## src/hdl/sadc_defs.svh

```systemverilog
// register offsets, field positions, reset values and timing counts of the converter control block
// assumes inclusion by bare name from the control module and the bench
`ifndef SADC_DEFS_SVH
`define SADC_DEFS_SVH
`define SADC_OFF_PCE 20'hF00F0
`define SADC_OFF_MODE3 20'hF0100
`define SADC_OFF_CTRL 20'hF0104
`define SADC_OFF_CHAN 20'hF0108
`define SADC_OFF_RESW 20'hF010C
`define SADC_OFF_RESB 20'hF0110
`define SADC_OFF_STAT 20'hF0114
`define SADC_OFF_MASK 20'hF0118
`define SADC_OFF_SAR 20'hF011C
`define SADC_PCE_RST 8'h00
`define SADC_PCE_USED 8'hA5
`define SADC_PCE_CONV_BIT 5
`define SADC_M3_REFM_BIT 5
`define SADC_M3_REFP1_BIT 7
`define SADC_M3_REFP0_BIT 6
`define SADC_M3_TYP_BIT 0
`define SADC_M3_USED 8'hE1
`define SADC_CTRL_START_BIT 0
`define SADC_CTRL_CONT_BIT 1
`define SADC_SAMPLE_NS 64
`define SADC_CLK_NS 8
`define SADC_SAMPLE_CYC ((`SADC_SAMPLE_NS + `SADC_CLK_NS - 1) / `SADC_CLK_NS)
`endif

```

## src/hdl/sadc_pkg.sv

```systemverilog
// types shared by the converter control block
// assumes nothing beyond the defines header
package sadc_pkg;
	typedef enum logic [1:0] {
		SADC_IDLE = 2'b00,
		SADC_SAMPLE = 2'b01,
		SADC_CONVERT = 2'b11,
		SADC_DONE = 2'b10
	} sadc_state_t;
	typedef enum logic [1:0] {
		SADC_REFP_SUPPLY = 2'b00,
		SADC_REFP_EXT = 2'b01,
		SADC_REFP_INT = 2'b10
	} sadc_refp_t;
	typedef logic [31:0] sadc_word_t;
endpackage

```

## src/hdl/sadc_ctrl.sv

```systemverilog
// digital control of a successive-approximation converter with an AXI4-Lite register slave
// assumes a comparator front end answering within one cycle on the current tap code
//
// Register access over AXI4-Lite was decided locally.
`include "sadc_defs.svh"
module sadc_ctrl #(
	parameter int SAMPLE_CYC = `SADC_SAMPLE_CYC
) (
	input wire logic core_clk,
	input wire logic rst,
	input wire logic [19:0] s_axi_awaddr,
	input wire logic s_axi_awvalid,
	output logic s_axi_awready,
	input wire logic [31:0] s_axi_wdata,
	input wire logic [3:0] s_axi_wstrb,
	input wire logic s_axi_wvalid,
	output logic s_axi_wready,
	output logic [1:0] s_axi_bresp,
	output logic s_axi_bvalid,
	input wire logic s_axi_bready,
	input wire logic [19:0] s_axi_araddr,
	input wire logic s_axi_arvalid,
	output logic s_axi_arready,
	output sadc_pkg::sadc_word_t s_axi_rdata,
	output logic [1:0] s_axi_rresp,
	output logic s_axi_rvalid,
	input wire logic s_axi_rready,
	input wire logic comp_above,
	output logic [9:0] tap_code,
	output logic sample_en,
	output logic hold_en,
	output logic [2:0] channel_sel,
	output logic [7:0] analog_pin_route,
	output sadc_pkg::sadc_refp_t positive_ref_sel,
	output logic ext_negative_ref_sel,
	output logic converter_clk_en,
	output logic converter_rst,
	output logic conversion_end_irq
);
	import sadc_pkg::*;

	logic [7:0] pce_ff;
	logic [7:0] mode3_ff;
	logic [1:0] ctrl_ff;
	logic [2:0] chan_ff;
	logic [9:0] sar_ff;
	logic [9:0] trial_ff;
	logic [15:0] resw_ff;
	logic [7:0] resb_ff;
	logic stat_ff;
	logic mask_ff;
	sadc_state_t state_ff;
	logic [7:0] cnt_ff;
	logic aw_ff;
	logic w_ff;
	logic [19:0] awaddr_ff;
	logic [31:0] wdata_ff;
	logic [3:0] wstrb_ff;
	logic conv_on;
	logic wr_go;
	logic done_ev;
	logic last_bit;
	logic [9:0] nxt_sar;

	function automatic logic [7:0] lane0(input logic [7:0] old, input logic [31:0] d, input logic [3:0] s);
		lane0 = s[0] ? d[7:0] : old;
	endfunction

	// converter clock gate and reset follow bit 5 of the enable register
	assign conv_on = pce_ff[`SADC_PCE_CONV_BIT];
	assign wr_go = aw_ff && w_ff && !s_axi_bvalid;

	// write channel capture, address and data taken in either order
	always_ff @(posedge core_clk) begin
		if (rst) begin
			aw_ff <= 1'b0;
			w_ff <= 1'b0;
			awaddr_ff <= 20'h00000;
			wdata_ff <= 32'h00000000;
			wstrb_ff <= 4'h0;
		end else begin
			if (s_axi_awvalid && s_axi_awready) begin
				aw_ff <= 1'b1;
				awaddr_ff <= s_axi_awaddr;
			end else if (wr_go) begin
				aw_ff <= 1'b0;
			end
			if (s_axi_wvalid && s_axi_wready) begin
				w_ff <= 1'b1;
				wdata_ff <= s_axi_wdata;
				wstrb_ff <= s_axi_wstrb;
			end else if (wr_go) begin
				w_ff <= 1'b0;
			end
		end
	end

	always_ff @(posedge core_clk) begin
		if (rst) begin
			s_axi_awready <= 1'b0;
			s_axi_wready <= 1'b0;
		end else begin
			s_axi_awready <= !aw_ff && !s_axi_awready && !s_axi_bvalid;
			s_axi_wready <= !w_ff && !s_axi_wready && !s_axi_bvalid;
		end
	end

	always_ff @(posedge core_clk) begin
		if (rst) begin
			s_axi_bvalid <= 1'b0;
			s_axi_bresp <= 2'b00;
		end else if (wr_go) begin
			s_axi_bvalid <= 1'b1;
			case (awaddr_ff & 20'hFFFFC)
				`SADC_OFF_PCE, `SADC_OFF_MODE3, `SADC_OFF_CTRL, `SADC_OFF_CHAN, `SADC_OFF_RESW,
				`SADC_OFF_RESB, `SADC_OFF_STAT, `SADC_OFF_MASK, `SADC_OFF_SAR: s_axi_bresp <= 2'b00;
				default: s_axi_bresp <= 2'b10;
			endcase
		end else if (s_axi_bready) begin
			s_axi_bvalid <= 1'b0;
		end
	end

	// enable register: unused bits kept zero whatever software writes
	always_ff @(posedge core_clk) begin
		if (rst) begin
			pce_ff <= `SADC_PCE_RST;
		end else if (wr_go && (awaddr_ff & 20'hFFFFC) == `SADC_OFF_PCE) begin
			pce_ff <= lane0(pce_ff, wdata_ff, wstrb_ff) & `SADC_PCE_USED;
		end
	end

	// control registers locked at reset value while the converter clock is off
	always_ff @(posedge core_clk) begin
		if (rst || !conv_on) begin
			mode3_ff <= 8'h00;
			chan_ff <= 3'h0;
			mask_ff <= 1'b0;
		end else if (wr_go) begin
			case (awaddr_ff & 20'hFFFFC)
				`SADC_OFF_MODE3: mode3_ff <= lane0(mode3_ff, wdata_ff, wstrb_ff) & `SADC_M3_USED;
				`SADC_OFF_CHAN: if (wstrb_ff[0]) chan_ff <= wdata_ff[2:0];
				`SADC_OFF_MASK: if (wstrb_ff[0]) mask_ff <= wdata_ff[0];
				default: ;
			endcase
		end
	end

	// start bit clears itself after a one-shot conversion
	always_ff @(posedge core_clk) begin
		if (rst || !conv_on) begin
			ctrl_ff <= 2'b00;
		end else if (wr_go && wstrb_ff[0] && (awaddr_ff & 20'hFFFFC) == `SADC_OFF_CTRL) begin
			ctrl_ff <= wdata_ff[1:0];
		end else if (done_ev && !ctrl_ff[`SADC_CTRL_CONT_BIT]) begin
			ctrl_ff[`SADC_CTRL_START_BIT] <= 1'b0;
		end
	end

	assign last_bit = mode3_ff[`SADC_M3_TYP_BIT] ? trial_ff[2] : trial_ff[0];

	always_comb begin
		nxt_sar = sar_ff;
		// keep or drop the trial bit, then try the next lower one
		if (!comp_above) begin
			nxt_sar = sar_ff & ~trial_ff;
		end
		if (!last_bit) begin
			nxt_sar = nxt_sar | (trial_ff >> 1);
		end
	end

	assign done_ev = (state_ff == SADC_CONVERT) && last_bit;

	always_ff @(posedge core_clk) begin
		if (rst || !conv_on) begin
			state_ff <= SADC_IDLE;
			sar_ff <= 10'h000;
			trial_ff <= 10'h000;
			cnt_ff <= 8'h00;
		end else begin
			case (state_ff)
				SADC_IDLE: begin
					if (ctrl_ff[`SADC_CTRL_START_BIT]) begin
						state_ff <= SADC_SAMPLE;
						cnt_ff <= 8'h00;
					end
				end
				SADC_SAMPLE: begin
					cnt_ff <= cnt_ff + 8'h01;
					if (cnt_ff == 8'(SAMPLE_CYC - 1)) begin
						state_ff <= SADC_CONVERT;
						sar_ff <= 10'h200;
						trial_ff <= 10'h200;
					end
				end
				SADC_CONVERT: begin
					sar_ff <= nxt_sar;
					trial_ff <= trial_ff >> 1;
					if (last_bit) begin
						state_ff <= SADC_DONE;
					end
				end
				SADC_DONE: begin
					state_ff <= ctrl_ff[`SADC_CTRL_START_BIT] ? SADC_SAMPLE : SADC_IDLE;
					cnt_ff <= 8'h00;
				end
				default: state_ff <= SADC_IDLE;
			endcase
		end
	end

	// results written once per completed conversion and held until the next, cleared while the converter is off
	always_ff @(posedge core_clk) begin
		if (rst || !conv_on) begin
			resw_ff <= 16'h0000;
			resb_ff <= 8'h00;
		end else if (done_ev) begin
			resw_ff <= {nxt_sar, 6'h00};
			resb_ff <= nxt_sar[9:2];
		end
	end

	// sticky end flag, write one clears, a new end wins over the clear
	always_ff @(posedge core_clk) begin
		if (rst || !conv_on) begin
			stat_ff <= 1'b0;
		end else if (done_ev) begin
			stat_ff <= 1'b1;
		end else if (wr_go && wstrb_ff[0] && wdata_ff[0] && (awaddr_ff & 20'hFFFFC) == `SADC_OFF_STAT) begin
			stat_ff <= 1'b0;
		end
	end

	always_ff @(posedge core_clk) begin
		if (rst) begin
			conversion_end_irq <= 1'b0;
		end else begin
			conversion_end_irq <= stat_ff && mask_ff;
		end
	end

	// analog front-end controls, one register per concern

	// tap code: half scale on entry to conversion, then the next trial pattern
	always_ff @(posedge core_clk) begin
		if (rst) begin
			tap_code <= 10'h000;
		end else begin
			tap_code <= (state_ff == SADC_SAMPLE && cnt_ff == 8'(SAMPLE_CYC - 1)) ? 10'h200 :
				(state_ff == SADC_CONVERT ? nxt_sar : sar_ff);
		end
	end

	// tracking runs from the start request until the last sample cycle
	always_ff @(posedge core_clk) begin
		if (rst) begin
			sample_en <= 1'b0;
		end else begin
			sample_en <= state_ff == SADC_IDLE ? ctrl_ff[`SADC_CTRL_START_BIT] :
				(state_ff == SADC_SAMPLE && cnt_ff != 8'(SAMPLE_CYC - 1));
		end
	end

	// hold covers every comparison so the input cannot move under the sequencer
	always_ff @(posedge core_clk) begin
		if (rst) begin
			hold_en <= 1'b0;
		end else begin
			hold_en <= (state_ff == SADC_SAMPLE && cnt_ff == 8'(SAMPLE_CYC - 1)) ||
				(state_ff == SADC_CONVERT && !last_bit);
		end
	end

	always_ff @(posedge core_clk) begin
		if (rst) begin
			channel_sel <= 3'h0;
		end else begin
			channel_sel <= chan_ff;
		end
	end

	// unselected pins stay free for port use
	always_ff @(posedge core_clk) begin
		if (rst) begin
			analog_pin_route <= 8'h00;
		end else begin
			analog_pin_route <= (state_ff != SADC_IDLE || ctrl_ff[0]) ? 8'(1 << chan_ff) : 8'h00;
		end
	end

	always_ff @(posedge core_clk) begin
		if (rst) begin
			positive_ref_sel <= SADC_REFP_SUPPLY;
		end else begin
			case ({mode3_ff[`SADC_M3_REFP1_BIT], mode3_ff[`SADC_M3_REFP0_BIT]})
				2'b01: positive_ref_sel <= SADC_REFP_EXT;
				2'b10: positive_ref_sel <= SADC_REFP_INT;
				default: positive_ref_sel <= SADC_REFP_SUPPLY;
			endcase
		end
	end

	always_ff @(posedge core_clk) begin
		if (rst) begin
			ext_negative_ref_sel <= 1'b0;
		end else begin
			ext_negative_ref_sel <= mode3_ff[`SADC_M3_REFM_BIT];
		end
	end

	// converter clock gate follows the enable bit
	always_ff @(posedge core_clk) begin
		if (rst) begin
			converter_clk_en <= 1'b0;
		end else begin
			converter_clk_en <= conv_on;
		end
	end

	// converter reset is the inverse of the gate and high during system reset
	always_ff @(posedge core_clk) begin
		if (rst) begin
			converter_rst <= 1'b1;
		end else begin
			converter_rst <= !conv_on;
		end
	end

	// read channel, one read at a time
	always_ff @(posedge core_clk) begin
		if (rst) begin
			s_axi_arready <= 1'b0;
			s_axi_rvalid <= 1'b0;
			s_axi_rdata <= 32'h00000000;
			s_axi_rresp <= 2'b00;
		end else begin
			s_axi_arready <= !s_axi_arready && !s_axi_rvalid && s_axi_arvalid;
			if (s_axi_arvalid && s_axi_arready) begin
				s_axi_rvalid <= 1'b1;
				s_axi_rresp <= 2'b00;
				case (s_axi_araddr & 20'hFFFFC)
					`SADC_OFF_PCE: s_axi_rdata <= {24'h000000, pce_ff};
					`SADC_OFF_MODE3: s_axi_rdata <= {24'h000000, mode3_ff};
					`SADC_OFF_CTRL: s_axi_rdata <= {30'h00000000, ctrl_ff};
					`SADC_OFF_CHAN: s_axi_rdata <= {29'h00000000, chan_ff};
					`SADC_OFF_RESW: s_axi_rdata <= {16'h0000, resw_ff};
					`SADC_OFF_RESB: s_axi_rdata <= {24'h000000, resb_ff};
					`SADC_OFF_STAT: s_axi_rdata <= {31'h00000000, stat_ff};
					`SADC_OFF_MASK: s_axi_rdata <= {31'h00000000, mask_ff};
					`SADC_OFF_SAR: s_axi_rdata <= {22'h000000, sar_ff};
					default: begin
						s_axi_rdata <= 32'h00000000;
						s_axi_rresp <= 2'b10;
					end
				endcase
			end else if (s_axi_rready) begin
				s_axi_rvalid <= 1'b0;
			end
		end
	end
endmodule // sadc_ctrl

```

## config.mk

```make
export PLATFORM = sky130hd
export DESIGN_NAME = sadc_ctrl
export DESIGN_NICKNAME = d
export VERILOG_FILES = /design/src/hdl/sadc_pkg.sv /design/src/hdl/sadc_ctrl.sv
export VERILOG_INCLUDE_DIRS = /design/src /design/src/hdl
export SDC_FILE = /design/constraint.sdc
export NUM_CORES = 1
export LEC_CHECK = 0
export BUFFER_PORTS_ARGS = -buffer_cell sky130_fd_sc_hd__buf_2
export CAP_MARGIN = 10
export CORE_UTILIZATION = 50
export CTS_BUF_LIST = sky130_fd_sc_hd__clkbuf_4 sky130_fd_sc_hd__clkbuf_8
export CTS_CLUSTER_SIZE = 40
export DETAILED_ROUTE_END_ITERATION = 7
export GPL_TIMING_DRIVEN = 0
export PLACE_DENSITY = 0.75
export SYNTH_ARGS = -nofsm -noshare
export SYNTH_HDL_FRONTEND = slang
export SYNTH_SLANG_ARGS = --single-unit
```

## constraint.sdc

```tcl
create_clock -name core_clk -period 3.5 [get_ports core_clk]
set_clock_uncertainty 0.05 [all_clocks]
set_input_delay 0.35 -clock core_clk [delete_from_list [all_inputs] [get_ports core_clk]]
set_output_delay 0.35 -clock core_clk [all_outputs]
set_load 0.05 [all_outputs]
```

# Word level (Yosys, flattened, before mapping)
# Index checks and enable logic that the tools add are counted.
totals:
  register_bits: 164
  output_inout_bits: 70
  wordCells: 158
classes:
  addsub: 1
  eq_ne: 28
  shift: 1
  muxes: 31
  n_bitwise: 4
  reduce_logical: 56
ops:
  columns: ["op", "count"]
  rows:
  - ["18-bit == test, second input constant", 18]
  - ["16-bit case mux with 9 select lines", 1]
  - ["10-bit two-way mux", 5]
  - ["10-bit case mux with 2 select lines", 2]
  - ["8-bit case mux with 3 select lines", 1]
  - ["1-bit logical AND", 22]
  - ["9-bit OR reduction", 2]
  - ["2-bit nonzero test", 8]
  - ["1-bit two-way mux", 14]
  - ["3-bit AND reduction", 4]
  - ["10-bit bitwise AND", 1]
  - ["1-bit zero test", 10]
  - ["2-bit two-way mux", 5]
  - ["10-bit inverter", 1]
  - ["10-bit by 9-bit bitwise OR with 10-bit output", 1]
  - ["8-bit by 1-bit adder with 8-bit output, second input constant", 1]
  - ["8-bit by 3-bit == test with 1-bit output, second input constant", 1]
  - ["8-bit two-way mux", 1]
  - ["8-bit by 3-bit inequality test with 1-bit output, second input constant", 1]
  - ["2-bit case mux with 4 select lines", 1]
  - ["1-bit by 3-bit left shift with 8-bit output, first input constant", 1]
  - ["2-bit == test, second input constant", 3]
  - ["2-bit AND reduction", 3]
  - ["2-bit by 1-bit == test with 1-bit output, second input constant", 2]
  - ["other kinds (8)", 12]

# Depth between registers and ports, before layout
# Gate-level depths: netlist of the first run.
depth:
  word_depth: 7
  depth_mapped: 9
  depth_no_buf: 6

# Worst setup path before layout of the first run
# OpenSTA, ideal clock, no wires.
synth_timing:
  path_type: "flip-flop to flip-flop"
  start: "reg s_axi_bvalid"
  end: "reg chan_ff[0]"
  setup_ns: 0.128
  arrival_ns: 1.807
  required_time_ns: 3.322
  slack_ns: 1.515
  stages_incl_launch_ff: 6
  n_path_buf: 0
  synth_period_minus_slack_ns: 1.985
  cell_sequence: "dfxtp_1 > nand4b_1 > or3b_2 > nor3_2 > mux2i_1 > nor2_1"
synth_via:
  elab_chain_cells: 3
synth_lines:
  columns: ["element", "line", "source"]
  rows:
  - ["start, declared", "sadc_ctrl.sv:19", "output logic s_axi_bvalid,"]
  - ["start signal, assigned", "sadc_ctrl.sv:110", "s_axi_bvalid <= 1'b0;"]
  - ["start signal, assigned", "sadc_ctrl.sv:113", "s_axi_bvalid <= 1'b1;"]
  - ["start signal, assigned", "sadc_ctrl.sv:120", "s_axi_bvalid <= 1'b0;"]
  - ["1-bit zero test", "sadc_ctrl.sv:71", "assign wr_go = aw_ff && w_ff && !s_axi_bvalid;"]
  - ["1-bit logical AND", "sadc_ctrl.sv:71", null]
  - ["3-bit AND reduction (no source line)", null, null]
  - ["end signal, assigned", "sadc_ctrl.sv:142", "`SADC_OFF_CHAN: if (wstrb_ff[0]) chan_ff <= wdata_ff[2:0];"]
  - ["end, declared", "sadc_ctrl.sv:45", "logic [2:0] chan_ff;"]
# Every way passes these cells.
# A chain may end at the register's enable or synchronous reset.

# Final worst setup path of the first run
layout_timing:
  start: "reg cnt_ff[3]"
  end: "reg trial_ff[5]"
layout_via:
  elab_chain_cells: 3
layout_lines:
  columns: ["element", "line", "source"]
  rows:
  - ["start, declared", "sadc_ctrl.sv:53", "logic [7:0] cnt_ff;"]
  - ["start signal, assigned", "sadc_ctrl.sv:190", "cnt_ff <= cnt_ff + 8'h01;"]
  - ["8-bit by 3-bit == test with 1-bit output", "sadc_ctrl.sv:191", "if (cnt_ff == 8'(SAMPLE_CYC - 1)) begin"]
  - ["2-bit by 1-bit inequality test with 1-bit output (no source line)", null, null]
  - ["2-bit AND reduction (no source line)", null, null]
  - ["end signal, assigned", "sadc_ctrl.sv:199", "trial_ff <= trial_ff >> 1;"]
  - ["end, declared", "sadc_ctrl.sv:47", "logic [9:0] trial_ff;"]
# Every way passes these cells.

==> impl_metrics.json, run 1 <==
{
  "grt_pass1_wl_mm": 22.5,
  "clock_tree_from_tritoncts": "built",
  "post-cts-setup-buffer-count": 0,
  "basic_gate_share_of_the_synthesized_area_counting_and_or_nand_and_nor_cells": 0.231,
  "worst_path_arrival_ns": 2.57,
  "area_share_of_xor_xnor_cells_in_the_synthesized_design": 0,
  "run_status": "finished, final reports clean",
  "muxShareOfSynthArea": 0.0350,
  "grt_start_max_net_pins": 17,
  "final.period_utilization": 0.657,
  "antenna_found_initial": 0,
  "yosysWarningCount": 0,
  "r2r-end": "trial_ff[5]",
  "final_area_um2": 6580,
  "critical_path_start_end_classification": "reg2reg",
  "p_seq_frac": 0.521,
  "ys.flop_type": "sky130_fd_sc_hd__dfxtp_1",
  "worstHoldPathType": "in2reg",
  "worst_hold_path.endpoint": "awaddr_ff[14]",
  "post_route_utilization": 0.629,
  "pwr-share-comb": 0.065,
  "regToRegSetupSlack_ns": 1.20,
  "seq_area_frac_synth": 0.491,
  "power.switching_w": 0.000785,
  "worstHoldPathCells": 3,
  "number_of_buffer_cells_added_on_primary_ports": 98,
  "finalSetupViolations": 0,
  "design_internal_power_w": 0.00221,
  "synthArstFlopShare": 0,
  "worstHoldStart": "s_axi_awaddr[14]",
  "n_antenna_cell": 0,
  "ctsResizeCount": 0,
  "timing.fmax_mhz": 435,
  "slew_headroom": 0.565,
  "drt_iter0_drc": 225,
  "floorplan.die.width_um": 107,
  "postLayoutSetupSlackWorst_ns": 1.20,
  "place_ws_ns": 1.07,
  "fill_cells": 948,
  "setup_repair_after_global_routing_missed_its_margin": "false",
  "leakagePower_nw": 2.43,
  "final_max_slew_viol_count": 0,
  "power_density_nw_per_um2": 455,
  "clk_pin_slew_ns": 0.08,
  "die_h_um": 107,
  "final-hold-violation-count": 0,
  "critPathLaunchType": "flip-flop",
  "synth_edf_count": 0,
  "wl_per_cell_um": 15.2,
  "placedInstanceArea_um2": 6190,
  "timing.final.crit_period_ns": 2.30,
  "clock_sink_count": 134,
  "rows": 37,
  "ant_nets": 0,
  "clock_tree.root_cell": "sky130_fd_sc_hd__clkbuf_8",
  "overflow": 0,
  "start_util": 0.522,
  "grt_usage": 0.256,
  "core_um2": 10500,
  "regToRegStartpoint": "cnt_ff[3]",
  "synthesis.area_um2": 5470,
  "postSynthCellCount": 629,
  "area_growth_syn_to_layout_pct": 20.3,
  "cts-hold-fix-buffers": 0,
  "tritoncts.num_buffers": 17,
  "globalplace.congestion": 0.876,
  "critPathCaptureType": "flip-flop",
  "synth_top_family_by_area": "simple AND/OR/NAND/NOR gates",
  "ys_ff_latch": 134,
  "cells_after_dpl": 880,
  "totalWireLength_mm": 13.8,
  "synth.distinct_cells": 54,
  "average_footprint_of_a_synthesized_cell_um2": 8.69,
  "p_sw_frac": 0.262,
  "post_layout_nonfiller_instances": 912,
  "cts.path.max_buffers": 2,
  "top_level_ports": 154,
  "pwr-share-clk": 0.414,
  "drcViolationCount": 0,
  "cts_max_level": 4,
  "drt-vias-per-instance": 5.46,
  "final_net_count": 850,
  "required_time_worst_endpoint_ns": 3.77,
  "worst_tran_pin_value_ns": 0.648,
  "insertion_delay_ns": 0.45,
  "final_layout_size_suffix_gt1_frac": 0.216,
  "irDropWorstVdd_mv": 0.247,
  "drt_pre_antenna_iters": 5,
  "detailroute.via_count": 4983,
  "maxCapViolations": 0,
  "synth_compound_area_frac": 0.175,
  "synthAdderAreaFrac": 0.00687,
  "r2r_cell_count": 6,
  "place.detailed.hpwl_mm": 10.3,
  "critPathMaxFanout": 10,
  "die-area_um2": 11400,
  "vias_in_the_first_global_route": 4729,
  "final.setup.tns_ns": 0
}
==> layout make-up <==
type	count	area [um^2]	area share
Buffer	53	289	0.0439
Clock buffer	19	262	0.0398
Clock inverter	13	125	0.0190
Inverter	11	41.3	0.00628
Multi-Input combinational cell	448	2520	0.383
Sequential cell	134	2680	0.408
Tap cell	136	170	0.0259
Timing Repair Buffer	98	490	0.0746
==> cells in the final DEF (no fill, tap or decap), types with 4 or more instances in the layout <==
cell type / instances
sky130_fd_sc_hd__a21boi_0: 7
sky130_fd_sc_hd__a21oi_1: 74
sky130_fd_sc_hd__a22o_1: 6
sky130_fd_sc_hd__a22oi_1: 24
sky130_fd_sc_hd__a32oi_1: 4
sky130_fd_sc_hd__buf_1: 5
sky130_fd_sc_hd__buf_2: 104
sky130_fd_sc_hd__buf_4: 18
sky130_fd_sc_hd__clkbuf_1: 22
sky130_fd_sc_hd__clkbuf_8: 19
sky130_fd_sc_hd__clkinv_4: 5
sky130_fd_sc_hd__clkinvlp_4: 5
sky130_fd_sc_hd__conb_1: 18
sky130_fd_sc_hd__dfxtp_1: 134
sky130_fd_sc_hd__inv_1: 11
sky130_fd_sc_hd__mux2i_1: 18
sky130_fd_sc_hd__nand2_1: 105
sky130_fd_sc_hd__nand2b_1: 12
sky130_fd_sc_hd__nand3_1: 13
sky130_fd_sc_hd__nand3b_1: 6
sky130_fd_sc_hd__nand4_1: 7
sky130_fd_sc_hd__nor2_1: 50
sky130_fd_sc_hd__nor2b_1: 8
sky130_fd_sc_hd__nor3_1: 15
sky130_fd_sc_hd__nor3b_1: 5
sky130_fd_sc_hd__nor4_1: 4
sky130_fd_sc_hd__o21ai_0: 8
sky130_fd_sc_hd__o21ai_1: 10
sky130_fd_sc_hd__o2bb2ai_1: 4
==> flip-flops by register name (all words and copies together) (netlist names), 3 cells and up <==
signal,flops
sar_ff,10
channel_sel,3
analog_pin_route,8
tap_code,10
pce_ff,4
trial_ff,10
cnt_ff,8
awaddr_ff,18
s_axi_rdata,16
wdata_ff,6
mode3_ff,4
chan_ff,3
resb_ff,8
==> routing by layer <==
metal  track usage  up-vias  routed length [um]
li1              -     2450                   -
met1         0.331     2345                6420
met2         0.409      158                6250
met3        0.0509       30                 757
met4         0.121        0                 389
met5             0        -                   0
==> stage by stage <==
step	power (W)	hold slack, ns
5_1_grt	0.00309	0.0846
2_1_floorplan	0.00173	0.370
3_3_place_gp	0.00178	0.390
4_1_cts	0.00301	0.0714
3_5_place_dp	0.00179	0.394
6_report	0.00299	0.0830
==> power groups by stage <==
stage               sequential, W  clock, W  combinational [W]
floorplan                 0.00161         0           0.000123
global placement          0.00159         0           0.000189
detailed placement        0.00160         0           0.000193
CTS                       0.00156   0.00126           0.000193
global route              0.00156   0.00132           0.000210
finish                    0.00156   0.00124           0.000194
==> critical path: stages, from the launching register on <==
cell	delay, ns
sky130_fd_sc_hd__dfxtp_1	0.36
sky130_fd_sc_hd__or4_1	0.50
sky130_fd_sc_hd__nor3_1	0.52
sky130_fd_sc_hd__o21ai_1	0.20
sky130_fd_sc_hd__clkbuf_1	0.26
sky130_fd_sc_hd__a22oi_1	0.22
sky130_fd_sc_hd__nor2_1	0.06
==> cell families after synthesis <==
family / Yosys count
and+or+nand+nor: 254
muxes: 19
other: 1
AOI/OAI and AO/OA: 154
DFF: 134
buffers and inverters: 64
adders and majority gates: 3
==> cells in the mapped netlist (3+ instances only) <==
| cell | number | area share |
|---|---|---|
| sky130_fd_sc_hd__a32oi_1 | 4 | 0.0064 |
| sky130_fd_sc_hd__a22oi_1 | 24 | 0.033 |
| sky130_fd_sc_hd__nand4_1 | 7 | 0.0080 |
| sky130_fd_sc_hd__nor3_1 | 15 | 0.014 |
| sky130_fd_sc_hd__buf_1 | 5 | 0.0034 |
| sky130_fd_sc_hd__nand2b_1 | 12 | 0.014 |
| sky130_fd_sc_hd__buf_4 | 18 | 0.025 |
| sky130_fd_sc_hd__o21ai_0 | 8 | 0.0073 |
| sky130_fd_sc_hd__nor4b_1 | 3 | 0.0048 |
| sky130_fd_sc_hd__nor2_1 | 50 | 0.034 |
| sky130_fd_sc_hd__nand3_1 | 13 | 0.012 |
| sky130_fd_sc_hd__a22o_1 | 6 | 0.0096 |
| sky130_fd_sc_hd__or3_1 | 3 | 0.0034 |
| sky130_fd_sc_hd__ha_1 | 3 | 0.0069 |
| sky130_fd_sc_hd__a31oi_1 | 3 | 0.0034 |
| sky130_fd_sc_hd__o21ai_1 | 10 | 0.0092 |
| sky130_fd_sc_hd__a21boi_0 | 7 | 0.0096 |
| sky130_fd_sc_hd__inv_1 | 11 | 0.0076 |
| sky130_fd_sc_hd__and3_1 | 3 | 0.0034 |
| sky130_fd_sc_hd__and2_1 | 3 | 0.0034 |
| sky130_fd_sc_hd__nand2_1 | 105 | 0.072 |
| sky130_fd_sc_hd__nor2b_1 | 8 | 0.0092 |
| sky130_fd_sc_hd__nor3b_1 | 5 | 0.0069 |
| sky130_fd_sc_hd__clkbuf_1 | 22 | 0.015 |
| sky130_fd_sc_hd__dfxtp_1 | 134 | 0.49 |
| sky130_fd_sc_hd__nand3b_1 | 6 | 0.0082 |
| sky130_fd_sc_hd__nor3_2 | 3 | 0.0055 |
| sky130_fd_sc_hd__buf_2 | 6 | 0.0055 |
| sky130_fd_sc_hd__mux2i_1 | 18 | 0.033 |
| sky130_fd_sc_hd__a211oi_1 | 3 | 0.0041 |
| sky130_fd_sc_hd__a21oi_1 | 74 | 0.068 |
| sky130_fd_sc_hd__o2bb2ai_1 | 4 | 0.0064 |
| sky130_fd_sc_hd__or4_4 | 3 | 0.0062 |
| sky130_fd_sc_hd__nor4_1 | 4 | 0.0046 |
==> worst max path at each step <==
stage / endpoint / start / cells past startpoint
6_report: trial_ff[5] / cnt_ff[3] / 6
3_5_place_dp: s_axi_rdata[7] / s_axi_araddr[11] / 6
4_1_cts: trial_ff[5] / cnt_ff[7] / 6
3_3_place_gp: s_axi_rdata[7] / s_axi_araddr[11] / 6
2_1_floorplan: chan_ff[0] / s_axi_bvalid / 5
5_1_grt: trial_ff[5] / cnt_ff[7] / 6
(Power assumes the default switching activity.)
==> run 2: changes to the inputs <==
==> constraint.sdc (replaced) <==
create_clock -name core_clk -period 2.2 [get_ports core_clk]
set_clock_uncertainty 0.05 [all_clocks]
set_input_delay 0.22 -clock core_clk [delete_from_list [all_inputs] [get_ports core_clk]]
set_output_delay 0.22 -clock core_clk [all_outputs]
set_load 0.05 [all_outputs]
==> run 2 against run 1 <==
  * Flip-flop and latch count stayed put
  * Sequential power is 59% higher
  * Sequential share of layout area is 1.6 points lower
  * Die area stayed put
  * Wire length is 3.6% higher
  * Clock-buffer cell count stayed put
  * Maximum frequency is 8.8% higher
  * Non-clock buffer count is 26 higher
  * First-iteration DRC count is 13% higher
  * Register-to-register slack worse by 1.1 ns
==> impl_metrics.json, run 2 (synthesis gave the netlist of run 1 again) <==
{
  "worst_path_arrival_ns": 2.38,
  "leakagePower_nw": 2.54,
  "layout_commonest_cell": "sky130_fd_sc_hd__dfxtp_1",
  "grt_pass1_wl_mm": 23.2,
  "timing.final.crit_period_ns": 2.11,
  "drcViolationCount": 0,
  "critical_path.startpoint": "awaddr_ff[12]",
  "drt_iter0_drc": 254,
  "clk_pin_slew_ns": 0.09,
  "critPathLaunchType": "flip-flop",
  "wl_per_cell_um": 15.3,
  "regToRegSetupSlack_ns": 0.09,
  "worstHoldPathType": "in2reg",
  "clock_sink_count": 134,
  "antenna_found_initial": 0,
  "post_route_utilization": 0.654,
  "power_density_nw_per_um2": 702,
  "setup_repair_after_global_routing_missed_its_margin": "true",
  "start_util": 0.522,
  "reg_top3": "awaddr_ff: 18 flops, s_axi_rdata: 16 flops",
  "tritoncts.num_buffers": 17,
  "final.period_utilization": 0.961,
  "final_net_count": 876,
  "worstHoldStart": "s_axi_arvalid",
  "globalplace.congestion": 0.876,
  "die_h_um": 107,
  "cts.path.max_buffers": 2,
  "critical_path_start_end_classification": "reg2reg",
  "worstHoldPathCells": 2,
  "ant_nets": 0,
  "r2r-end": "mode3_ff[5]",
  "r2r_cell_count": 5,
  "post-cts-setup-buffer-count": 0,
  "cts_max_level": 4,
  "overflow": 0,
  "number_of_buffer_cells_added_on_primary_ports": 98,
  "rows": 37,
  "critPathCaptureType": "flip-flop",
  "regToRegStartpoint": "awaddr_ff[12]",
  "final_max_slew_viol_count": 0,
  "clock_tree_from_tritoncts": "built",
  "worst_hold_path.endpoint": "s_axi_arready",
  "irDropWorstVdd_mv": 0.398,
  "final_area_um2": 6840,
  "detailroute.via_count": 5120,
  "grt_start_max_net_pins": 17,
  "area_growth_syn_to_layout_pct": 25.2,
  "drt-vias-per-instance": 5.46,
  "vias_in_the_first_global_route": 4917,
  "registers.top_by_ff_count": "awaddr_ff",
  "drt_pre_antenna_iters": 5,
  "slew_headroom": 0.541,
  "maxCapViolations": 0,
  "die-area_um2": 11400,
  "place.detailed.hpwl_mm": 10.3,
  "core_um2": 10500,
  "final-hold-violation-count": 0,
  "finalSetupViolations": 0,
  "most-common-layout-cells": "134 x sky130_fd_sc_hd__dfxtp_1, 105 x sky130_fd_sc_hd__nand2_1, 104 x sky130_fd_sc_hd__buf_2, 74 x sky130_fd_sc_hd__a21oi_1, 50 x sky130_fd_sc_hd__nor2_1",
  "totalWireLength_mm": 14.3,
  "largest_register_ff_count": 18,
  "clock_tree.root_cell": "sky130_fd_sc_hd__clkbuf_8",
  "critPathMaxFanout": 6,
  "grt_usage": 0.264,
  "run_status": "finished, final reports clean",
  "floorplan.die.width_um": 107,
  "worst_tran_pin_value_ns": 0.689,
  "insertion_delay_ns": 0.45,
  "timing.fmax_mhz": 473,
  "final_layout_size_suffix_gt1_frac": 0.211,
  "top_level_ports": 154,
  "final.setup.tns_ns": 0,
  "n_antenna_cell": 0,
  "placedInstanceArea_um2": 6190,
  "required_time_worst_endpoint_ns": 2.47
}
==> run 2: changes by cell type in the layout (fill, tap and decap cells not counted) <==
cell                            previous run  this run
sky130_fd_sc_hd__dlygate4sd3_1             0        26
sky130_fd_sc_hd__nor3_1                   15        14
sky130_fd_sc_hd__nor3_2                    3         4
==> run 2: worst max-delay path by stage <==
stage	to	slack, ns
after global routing	mode3_ff[0]	-0.06
after floorplan	chan_ff[0]	0.22
final	mode3_ff[5]	0.09
after global placement	s_axi_rdata[7]	-0.07
after detailed placement	s_axi_rdata[7]	-0.10
after CTS	trial_ff[5]	0.13
==> run 2: layer usage <==
| metal | vias up | wire length (um) | global-route usage |
|---|---|---|---|
| met4 | 0 | 483 | 0.132 |
| met5 | - | 0 | 0 |
| met3 | 38 | 704 | 0.0527 |
| met2 | 172 | 6570 | 0.426 |
| met1 | 2414 | 6570 | 0.336 |
| li1 | 2496 | - | - |
==> run 2: cell type report <==
type / count / area, um^2
clock buffers: 19 / 262
plain buffers: 53 / 289
repair buffers: 124 / 751
multi-input cells: 448 / 2520
fillers: 912 / 3620
clock inverters: 13 / 125
flip-flops and latches: 134 / 2680
well taps: 136 / 170
inverters: 11 / 41.3
==> run 2: timing repair <==
| item | in CTS | in global routing |
|---|---|---|
| gates resized for setup | 1 | 0 |
| hold buffers | 26 | 0 |
| endpoints found under the setup margin | 10 | 4 |
| pin swaps | 0 | 0 |
| endpoints found under the hold margin | 26 | 0 |
==> run 2: report_power, final <==
| group | switching, W | total [W] | internal [W] | leakage (nW) |
|---|---|---|---|---|
| Combinational | 0.000219 | 0.000348 | 0.000129 | 1.28 |
| Sequential | 0.0000265 | 0.00248 | 0.00246 | 1.08 |
| Clock | 0.00101 | 0.00197 | 0.000959 | 0.181 |
==> run 2: critical path, stage by stage, from the launching register on <==
cell,delay (ns)
sky130_fd_sc_hd__dfxtp_1,0.32
sky130_fd_sc_hd__nor4b_1,0.44
sky130_fd_sc_hd__nand4_1,0.37
sky130_fd_sc_hd__nor3_2,0.50
sky130_fd_sc_hd__mux2i_1,0.24
sky130_fd_sc_hd__nor2_1,0.06
==> run 2: per-stage QoR <==
| step | hold WS (ns) | setup WS, ns | cells | power [W] |
|---|---|---|---|---|
| after detailed placement | 0.394 | -0.101 | 880 | 0.00284 |
| after floorplan | 0.306 | 0.215 | 646 | 0.00275 |
| after CTS | 0.00747 | 0.129 | 938 | 0.00483 |
| final | 0.0191 | 0.0854 | 938 | 0.00480 |
| after global placement | 0.390 | -0.0717 | 880 | 0.00284 |
| after global routing | 0.0252 | -0.0571 | 938 | 0.00495 |
